### src/core/wtmr_consts.vh
// Constants for the wrap timer: register offsets, field positions, reset values
`ifndef WTMR_CONSTS_VH
`define WTMR_CONSTS_VH
// Register byte addresses (word aligned)
`define WTMR_ADDR_STATUS_CONTROL 5'h00
`define WTMR_ADDR_CLOCK_CONFIG 5'h04
`define WTMR_ADDR_CURRENT_COUNT 5'h08
`define WTMR_ADDR_WRAP_LIMIT 5'h0C
`define WTMR_ADDR_IRQ_STATUS 5'h10
`define WTMR_ADDR_IRQ_ENABLE 5'h14
`define WTMR_ADDR_IRQ_CLEAR 5'h18
`define WTMR_ADDR_W 5
// Status/control fields
`define WTMR_SC_OVF 7
`define WTMR_SC_IRQ_EN 6
`define WTMR_SC_CNT_RST 5
`define WTMR_SC_HALT 4
// Clock config fields
`define WTMR_CLK_SRC_HI 5
`define WTMR_CLK_SRC_LO 4
`define WTMR_CLK_DIV_HI 3
`define WTMR_CLK_DIV_LO 0
// Source select codes
`define WTMR_SRC_BUS 2'h0
`define WTMR_SRC_FIXED 2'h1
`define WTMR_SRC_EXT_FALL 2'h2
`define WTMR_SRC_EXT_RISE 2'h3
// Highest divider code; higher codes divide by 256
`define WTMR_DIV_MAX 4'h8
// Reset values
`define WTMR_RST_COUNT 8'h00
`define WTMR_RST_WRAP 8'h00
`define WTMR_RST_CLKCFG 6'h00
`define WTMR_RST_HALT 1'b1
`define WTMR_ZERO8 8'h00
`define WTMR_ONE8 8'h01
`define WTMR_ZERO32 32'h00000000
`endif

### src/core/wtmr_top.v
// Wrap timer: 8-bit modulo up-counter with Avalon-MM register slave
//
// The Avalon-MM slave port and the address map are this design's own decisions.
`timescale 1ns/1ps
`include "wtmr_consts.vh"

// How it works
// - Overflow flag sets when count wraps from wrap limit to zero.
// - Flag clears by reading status/control while set, then writing 0 to it.
// - Counter-reset write of 1 or any wrap-limit write also clears the flag.
// - Bit 6 enables o_overflow_irq; request while enable and flag; reset clears enable.
// - Writing 1 to bit 5 zeroes count and clears flag; reads as 0.
// - Halt bit 4 holds count; clearing resumes; reset sets halt.
// - Unused bits read zero: status 3:0, clock config 7:6.
// - Source select 5:4: bus, fixed clock, pin falling, pin rising.
// - Changing source leaves count untouched; counting continues.
// - Reset clears source and divider fields: bus clock divided by one.
// - Divider 3:0 divides by two to the code; codes above 8 divide by 256.
// - Changing divider leaves count untouched; counting continues.
// - Four 8-bit registers: status/control, clock config, count, wrap limit.
// - Wrap limit zero is free-running 255 to zero; reset clears it.
// - Count register is read-only; reset clears it.
// - Overflow between read and zero write cancels the clear.
module wtmr_top (
   // Clock and reset
   input wire i_clk,
   input wire i_rst_n,
   // Avalon-MM slave
   input wire [`WTMR_ADDR_W-1:0] i_address,
   input wire i_read,
   input wire i_write,
   input wire [31:0] i_writedata,
   input wire [3:0] i_byteenable,
   output wire o_waitrequest,
   output reg [31:0] o_readdata,
   // Count sources
   input wire i_fixed_rate_clock,
   input wire i_external_count_input,
   // Interrupts
   output wire o_irq,
   output wire o_overflow_irq
);

   reg [7:0] count_reg;
   reg [7:0] wrap_reg;
   reg [5:0] clkcfg_reg;
   reg halt_reg;
   reg irq_en_reg;
   reg ovf_reg;
   reg ovf_armed_reg;
   reg [7:0] pre_reg;
   reg [2:0] ext_sync_reg;
   reg fix_sync1_reg;
   reg fix_sync2_reg;
   reg fix_prev_reg;
   reg ack_reg;
   reg evt_sts_reg;
   reg evt_en_reg;

   wire [1:0] src_sel = clkcfg_reg[`WTMR_CLK_SRC_HI:`WTMR_CLK_SRC_LO];
   wire [3:0] div_sel = clkcfg_reg[`WTMR_CLK_DIV_HI:`WTMR_CLK_DIV_LO];
   wire access_req = (i_read | i_write) & ~ack_reg;
   // Writes land at the completing edge, where the master sees waitrequest low
   wire wr = i_write & ack_reg & i_byteenable[0];
   wire rd = i_read & ~ack_reg;

   // One wait state: each access ends at the edge after it is seen
   assign o_waitrequest = (i_read | i_write) & ~ack_reg;

   function addr_hit;
      input [`WTMR_ADDR_W-1:0] a;
      input [`WTMR_ADDR_W-1:0] b;
      begin
         addr_hit = (a == b);
      end
   endfunction

   wire wr_sc = wr & addr_hit(i_address, `WTMR_ADDR_STATUS_CONTROL);
   wire wr_clk = wr & addr_hit(i_address, `WTMR_ADDR_CLOCK_CONFIG);
   wire wr_wrap = wr & addr_hit(i_address, `WTMR_ADDR_WRAP_LIMIT);
   wire wr_ien = wr & addr_hit(i_address, `WTMR_ADDR_IRQ_ENABLE);
   wire wr_iclr = wr & addr_hit(i_address, `WTMR_ADDR_IRQ_CLEAR);
   wire rd_sc = rd & addr_hit(i_address, `WTMR_ADDR_STATUS_CONTROL);
   wire cnt_rst = (wr_sc & i_writedata[`WTMR_SC_CNT_RST]) | wr_wrap;

   // Pin sampled by a two-stage synchroniser; third stage for edge detect
   always @(posedge i_clk or negedge i_rst_n) begin
      if (!i_rst_n) begin
         ext_sync_reg <= 3'h0;
         fix_sync1_reg <= 1'b0;
         fix_sync2_reg <= 1'b0;
         fix_prev_reg <= 1'b0;
      end else begin
         ext_sync_reg <= {ext_sync_reg[1:0], i_external_count_input};
         fix_sync1_reg <= i_fixed_rate_clock;
         fix_sync2_reg <= fix_sync1_reg;
         fix_prev_reg <= fix_sync2_reg;
      end
   end

   wire ext_rise = ext_sync_reg[1] & ~ext_sync_reg[2];
   wire ext_fall = ~ext_sync_reg[1] & ext_sync_reg[2];
   wire fix_rise = fix_sync2_reg & ~fix_prev_reg;

   // Source choice never touches the count
   reg src_tick;
   always @* begin
      case (src_sel)
         `WTMR_SRC_BUS: src_tick = 1'b1;
         `WTMR_SRC_FIXED: src_tick = fix_rise;
         `WTMR_SRC_EXT_FALL: src_tick = ext_fall;
         default: src_tick = ext_rise;
      endcase
   end

   // Prescaler: tick when the low div bits of the free counter are all ones
   reg [7:0] div_mask;
   always @* begin
      if (div_sel >= `WTMR_DIV_MAX) begin
         div_mask = 8'hFF;
      end else begin
         div_mask = (`WTMR_ONE8 << div_sel) - `WTMR_ONE8;
      end
   end

   wire running = ~halt_reg;
   wire pre_tick = running & src_tick & ((pre_reg & div_mask) == div_mask);
   wire at_wrap = (wrap_reg == `WTMR_ZERO8) ? (count_reg == 8'hFF) : (count_reg == wrap_reg);
   wire overflow = pre_tick & at_wrap & ~cnt_rst;

   // Prescaler counter and main count
   always @(posedge i_clk or negedge i_rst_n) begin
      if (!i_rst_n) begin
         pre_reg <= `WTMR_ZERO8;
         count_reg <= `WTMR_RST_COUNT;
      end else begin
         if (cnt_rst) begin
            pre_reg <= `WTMR_ZERO8;
            count_reg <= `WTMR_ZERO8;
         end else if (running & src_tick) begin
            pre_reg <= pre_reg + `WTMR_ONE8;
            if (pre_tick) begin
               count_reg <= at_wrap ? `WTMR_ZERO8 : count_reg + `WTMR_ONE8;
            end
         end
      end
   end

   // Overflow flag and its two-step clear
   always @(posedge i_clk or negedge i_rst_n) begin
      if (!i_rst_n) begin
         ovf_reg <= 1'b0;
         ovf_armed_reg <= 1'b0;
      end else begin
         if (overflow) begin
            ovf_reg <= 1'b1;
            ovf_armed_reg <= 1'b0;
         end else if (cnt_rst) begin
            ovf_reg <= 1'b0;
            ovf_armed_reg <= 1'b0;
         end else if (wr_sc & ~i_writedata[`WTMR_SC_OVF] & ovf_armed_reg) begin
            ovf_reg <= 1'b0;
            ovf_armed_reg <= 1'b0;
         end else if (rd_sc & ovf_reg) begin
            ovf_armed_reg <= 1'b1;
         end
      end
   end

   // Control registers
   always @(posedge i_clk or negedge i_rst_n) begin
      if (!i_rst_n) begin
         halt_reg <= `WTMR_RST_HALT;
         irq_en_reg <= 1'b0;
         clkcfg_reg <= `WTMR_RST_CLKCFG;
         wrap_reg <= `WTMR_RST_WRAP;
         evt_en_reg <= 1'b0;
      end else begin
         if (wr_sc) begin
            halt_reg <= i_writedata[`WTMR_SC_HALT];
            irq_en_reg <= i_writedata[`WTMR_SC_IRQ_EN];
         end
         if (wr_clk) begin
            clkcfg_reg <= i_writedata[5:0];
         end
         if (wr_wrap) begin
            wrap_reg <= i_writedata[7:0];
         end
         if (wr_ien) begin
            evt_en_reg <= i_writedata[0];
         end
      end
   end

   // Sticky overflow event for the system interrupt; set beats clear
   always @(posedge i_clk or negedge i_rst_n) begin
      if (!i_rst_n) begin
         evt_sts_reg <= 1'b0;
      end else if (overflow) begin
         evt_sts_reg <= 1'b1;
      end else if (wr_iclr & i_writedata[0]) begin
         evt_sts_reg <= 1'b0;
      end
   end

   assign o_overflow_irq = irq_en_reg & ovf_reg;
   assign o_irq = evt_en_reg & evt_sts_reg;

   // Read data, registered with the acknowledge
   always @(posedge i_clk or negedge i_rst_n) begin
      if (!i_rst_n) begin
         ack_reg <= 1'b0;
         o_readdata <= `WTMR_ZERO32;
      end else begin
         ack_reg <= access_req;
         if (rd) begin
            if (addr_hit(i_address, `WTMR_ADDR_STATUS_CONTROL)) begin
               o_readdata <= {24'h000000, ovf_reg, irq_en_reg, 1'b0, halt_reg, 4'h0};
            end else if (addr_hit(i_address, `WTMR_ADDR_CLOCK_CONFIG)) begin
               o_readdata <= {24'h000000, 2'h0, clkcfg_reg};
            end else if (addr_hit(i_address, `WTMR_ADDR_CURRENT_COUNT)) begin
               o_readdata <= {24'h000000, count_reg};
            end else if (addr_hit(i_address, `WTMR_ADDR_WRAP_LIMIT)) begin
               o_readdata <= {24'h000000, wrap_reg};
            end else if (addr_hit(i_address, `WTMR_ADDR_IRQ_STATUS)) begin
               o_readdata <= {31'h00000000, evt_sts_reg};
            end else if (addr_hit(i_address, `WTMR_ADDR_IRQ_ENABLE)) begin
               o_readdata <= {31'h00000000, evt_en_reg};
            end else begin
               o_readdata <= `WTMR_ZERO32;
            end
         end
      end
   end

endmodule

### config.mk
export PLATFORM = sky130hd
export DESIGN_NAME = wtmr_top
export DESIGN_NICKNAME = d
export VERILOG_FILES = /design/src/core/wtmr_top.v
export VERILOG_INCLUDE_DIRS = /design/src /design/src/core
export SDC_FILE = /design/constraint.sdc
export NUM_CORES = 1
export LEC_CHECK = 0
export ABC_AREA = 0
export BUFFER_PORTS_ARGS = -buffer_cell sky130_fd_sc_hd__clkbuf_2
export CORE_UTILIZATION = 31
export CTS_BUF_LIST = sky130_fd_sc_hd__clkbuf_4 sky130_fd_sc_hd__clkbuf_8
export DETAILED_ROUTE_END_ITERATION = 10
export GPL_TIMING_DRIVEN = 0
export PLACE_DENSITY = 0.64
export RECOVER_POWER = 25
export SLEW_MARGIN = 20
export SYNTH_ARGS = -nofsm -noshare
export SYNTH_HDL_FRONTEND = slang
export SYNTH_SLANG_ARGS = --single-unit
### constraint.sdc
create_clock -name i_clk -period 3.4 [get_ports i_clk]
set_clock_uncertainty 0.2 [all_clocks]
set_input_delay 0 -clock i_clk [delete_from_list [all_inputs] [get_ports i_clk]]
set_output_delay 0 -clock i_clk [all_outputs]
set_load 0.01 [all_outputs]
* Word level (Yosys, flattened, before mapping) *
Index checks and enable logic that the tools add are counted.

word-level totals
  register bits after elaboration = 75
  input port bits = 47

operators by class
  add/sub/neg operators = 3
  $lt $le $gt $ge = 1
  equality and inequality tests = 11
  shift-type cells = 1
  muxes and demuxes = 24
  bitwise gates (word level) = 34
  reductions and logical operators = 9

operator list
  cell                                                                count
  8-bit two-way mux                                                   11
  1-bit AND                                                           24
  8-bit by 1-bit adder with 8-bit output, second input constant       2
  8-bit == test                                                       2
  5-bit == test, second input constant                                3
  1-bit two-way mux                                                   12
  5-bit by 4-bit == test with 1-bit output, second input constant     2
  8-bit AND                                                           1
  8-bit == test, second input constant                                1
  8-bit logical NOT                                                   1
  1-bit by 4-bit left shift with 8-bit output, first input constant   1
  8-bit by 1-bit subtractor with 8-bit output, second input constant  1
  1-bit NOT                                                           7
  2-bit nonzero test                                                  3
  5-bit by 3-bit == test with 1-bit output, second input constant     1
  5-bit logical NOT                                                   1
  4-bit >= comparator, second input constant                          1
  4-bit nonzero test                                                  1
  1-bit one-hot mux with 3 select lines                               1
  3-bit nonzero test                                                  1
  2-bit by 1-bit == test with 1-bit output, second input constant     1
  2-bit == test, second input constant                                1
  2-bit logical NOT                                                   1
  1-bit bitwise OR                                                    2
  2-bit AND reduction                                                 1

* Depth between registers and ports, before layout *
  depth in word-level cells = 9
  depth in mapped cells = 9

* Least setup slack after synthesis *
No wires, ideal clock.

  kind = reg-to-reg
  from = reg clkcfg_reg[3]
  to = reg count_reg[3]
  library setup time = 90 ps
  arrival = 2,315 ps
  required time = 3,110 ps
  slack = 795 ps
  stages on the path, launching flop included = 9
  cells stage by stage = dfrtp_1 or4_4 ha_1 xor2_1 o311a_1 o221ai_1 or2_4 nand2_1 o221ai_1

on the way
  word-level cells in the longest chain between the ends = 8
  elaborated cells on any way between the ends = 9
  those cells by class = 1 x add/sub; 1 x order compare; 1 x eq/ne; 1 x shift; 1 x mux; 2 x bitwise; 2 x reduce/logical

ends and longest elaborated chain
  what                                                          RTL line        text
  start: declaration                                            wtmr_top.v:46   reg [5:0] clkcfg_reg;
  start signal: assignment                                      wtmr_top.v:175  clkcfg_reg <= `WTMR_RST_CLKCFG;
  start signal: assignment                                      wtmr_top.v:184  clkcfg_reg <= i_writedata[5:0];
  1-bit by 4-bit left shift with 8-bit output (no source line)  --
  8-bit by 1-bit subtractor with 8-bit output (no source line)  --
  8-bit two-way mux *                                           wtmr_top.v:119  if (div_sel >= `WTMR_DIV_MAX) begin
  8-bit AND                                                     wtmr_top.v:127  wire pre_tick = running & src_tick & ((pre_reg & div_mask) == div_mask);
  8-bit == test *                                               wtmr_top.v:127
  1-bit AND *                                                   wtmr_top.v:127
  2-bit nonzero test (no source line) *                         --
  2-bit AND reduction (no source line) *                        --
  end signal: assignment                                        wtmr_top.v:135  count_reg <= `WTMR_RST_COUNT;
  end signal: assignment                                        wtmr_top.v:139  count_reg <= `WTMR_ZERO8;
  end signal: assignment                                        wtmr_top.v:143  count_reg <= at_wrap ? `WTMR_ZERO8 : count_reg + `WTMR_ONE8;
  end: declaration                                              wtmr_top.v:44   reg [7:0] count_reg;

Mark *: on every way between the ends. The rest lies on a longest branch, timed or not.
A chain may end at the register's enable or synchronous reset.

* Final worst setup path *
  from = reg clkcfg_reg[3]
  to = reg count_reg[6]

The elaborated chain is that of the path after synthesis.

==> impl_metrics.json <==
{
  "antenna_found_initial": 0,
  "io_buffers": 28,
  "p_sw_share_pct": 37.7,
  "final-hold-violation-count": 0,
  "post-route-period-util_pct": 88.6,
  "nets": 423,
  "ys_ff_latch": 51,
  "fmax_mhz": 332,
  "holdWs_ns": 0.0417,
  "routed_wl_microns": 6640,
  "htree_levels": 2,
  "critPathKind": "flip-flop to flip-flop",
  "area_delta_synth_final_pct": 20.9,
  "status": "finished clean",
  "fin_setup_tns_ns": 0,
  "p_int_uw": 1170,
  "end_kind": "flip-flop",
  "min_path_cells": 5,
  "synth_largest_area_cell": "dfrtp_1",
  "path_clk_slew_ns": 0.09,
  "fin_util_pct": 38.4,
  "pin_count": 82,
  "cts_resized": 0,
  "fillers": 938,
  "ir_drop_mv": 0.188,
  "drtIter0Drc": 181,
  "leakage_uw": 0.00165,
  "rsz0062_at_grt": "false",
  "synth_enable_flop_cells": 0,
  "required_ns": 3.42,
  "drt-pass1-iter-count": 4,
  "power.total_uw": 1880,
  "grt_use_total_pct": 14.2,
  "grt_max_degree": 52,
  "grt_pass1_vias": 2208,
  "postCtsSetupRepairBufs": 0,
  "post-route-drc-count": 0,
  "gp_congestion": 0.861,
  "antenna_cells": 0,
  "clock_path_buffers": 2,
  "crit_fanout": 7,
  "ys_dominant_reg_cell": "dfrtp_1",
  "initial_utilization_pct": 31.8,
  "max_slew.worst_pin.slew_ns": 1.27,
  "core-area_sq_um": 9200,
  "synth_top_area_share_pct": 42.8,
  "grt-ovfl-total": 0,
  "drive_gt1_share_pct": 23.8,
  "final_cell_mix": "dfrtp_1 (50), nand2_1 (29), nor2_1 (25), buf_4 (25), conb_1 (24)",
  "numCtsBuffers": 5,
  "power_density_nw_per_um2": 534,
  "wire_per_inst_microns": 13.7,
  "maxSlewHeadroom_pct": 15.4,
  "fin_crit_ns": 3.01,
  "worst-r2r-cell-count": 8,
  "pwr-share-comb_pct": 35.0,
  "synth_area_leaders": "dfrtp_1 (43%), mux2_2 (8.1%), buf_4 (6.4%)",
  "die_area_sq_um": 9820,
  "ant_nets": 0,
  "yosys_warnings": 0,
  "die_w_microns": 99.1,
  "synth.distinct_cells": 50,
  "grt_pass1_wl_microns": 11000,
  "rows": 35,
  "syn_avg_cell_area_sq_um": 9.80,
  "num_vias": 2395,
  "netlist_area_sq_um": 2920,
  "dp_hpwl_microns": 4820,
  "share_seq_of_total_power_pct": 46.7,
  "seq_area_frac_synth_pct": 43.7,
  "layout_commonest_cell": "dfrtp_1",
  "cts_tree": "done",
  "clock_power_share_pct": 18.3,
  "drv_slew": 0,
  "ys_async_sr_fraction_pct": 100,
  "clk_latency_ns": 0.30,
  "switching_power_uw": 710,
  "hold_class": "primary input to flip-flop",
  "synthCells": 298,
  "finalSetupViolations": 0,
  "arrival_ns": 3.03,
  "cts_sinks": 51,
  "detail_route.vias_per_cell": 4.94,
  "die_y_microns": 99.1,
  "critPathLaunchType": "flip-flop",
  "drv_cap": 0,
  "root_buffer": "clkbuf_8"
}
cell usage after synthesis, drive strengths merged, types with 2 or more instances:
library cell   n
dfrtp         50
nand2         29
buf           25
nor2          25
mux2          21
o21ai         18
inv           11
xnor2         10
a21oi          9
nand4          9
nand3          8
clkbuf         7
o221ai         6
a22oi          5
mux2i          5
nor4           5
or3            5
and2           4
nand2b         4
or4            4
a22o           3
ha             3
nand4b         3
nor2b          3
nor3           3
nand3b         2
o211ai         2
o22ai          2
or2            2
xor2           2
area by class of cell:
cell class	count	area (sq um)	area share [%]
multi-input cells	227	1470	41.5
inverters	11	41.3	1.17
repair buffers	45	300	8.50
well taps	111	139	3.93
clock buffers	5	68.8	1.95
clock inverters	3	15.0	0.425
flip-flops and latches	51	1280	36.2
plain buffers	32	224	6.34
metal layers:
layer	track usage, %	share of wire [%]
met2	21.9	44
met4	6.00	2.3
met3	2.70	6.5
met1	19.4	47
met5	0	0
timing repair:
| item | in CTS | in global routing |
|---|---|---|
| endpoints found under the hold margin | 82 | 0 |
| hold buffers | 17 | 0 |
| endpoints found under the setup margin | 0 | 0 |
stage by stage:
stage / worst slack (ns) / cells / cell area, sq um
floorplan: 0.795 / 321 / 3010
global placement: 0.474 / 460 / 3290
detailed placement: 0.415 / 460 / 3290
CTS: 0.388 / 485 / 3540
global route: 0.209 / 485 / 3530
finish: 0.388 / 485 / 3530
final timing paths:
kind | startpoint | to | slack (ns)
hold reg to reg | fix_sync1_reg$_DFF_PN0_ | fix_sync2_reg$_DFF_PN0_ | 0.16
min in group asynchronous | i_rst_n | fix_sync1_reg$_DFF_PN0_ | 0.31
hold / removal | i_byteenable[0] | evt_sts_reg$_DFFE_PN0P_ | 0.04
setup reg to reg | clkcfg_reg[3]$_DFFE_PN0P_ | count_reg[6]$_DFFE_PN0P_ | 0.39
setup / recovery | clkcfg_reg[3]$_DFFE_PN0P_ | count_reg[6]$_DFFE_PN0P_ | 0.39
max in group asynchronous | i_rst_n | count_reg[0]$_DFFE_PN0P_ | 1.94
critical path, stage by stage, from the launching register on:
cell	delay, ns
dfrtp_1	0.47
or4_4	0.58
ha_1	0.26
xor2_1	0.15
o311a_1	0.30
o221ai_1	0.35
or2_4	0.23
nand2_1	0.15
o221ai_1	0.24
power by group through the flow:
stage	logic, uW	registers, uW	clock network [uW]
finish	660	880	345
global placement	613	885	0
CTS	658	879	357
floorplan	503	840	0
global route	744	901	382
detailed placement	642	889	0
cells by family (layout without fill, tap and decap cells):
| group | count (synthesis) | after routing | share of synthesized area [%] |
|---|---|---|---|
| compound gates | 48 | 48 | 11.0 |
| xor+xnor | 12 | 12 | 3.60 |
| other cells | 1 | 24 | 0.128 |
| mux | 27 | 27 | 10.6 |
| flops | 51 | 51 | 43.7 |
| buf+inv | 43 | 96 | 9.08 |
| simple gates | 113 | 113 | 20.6 |
| fa+ha+maj | 3 | 3 | 1.28 |
(Power assumes the default switching activity.)
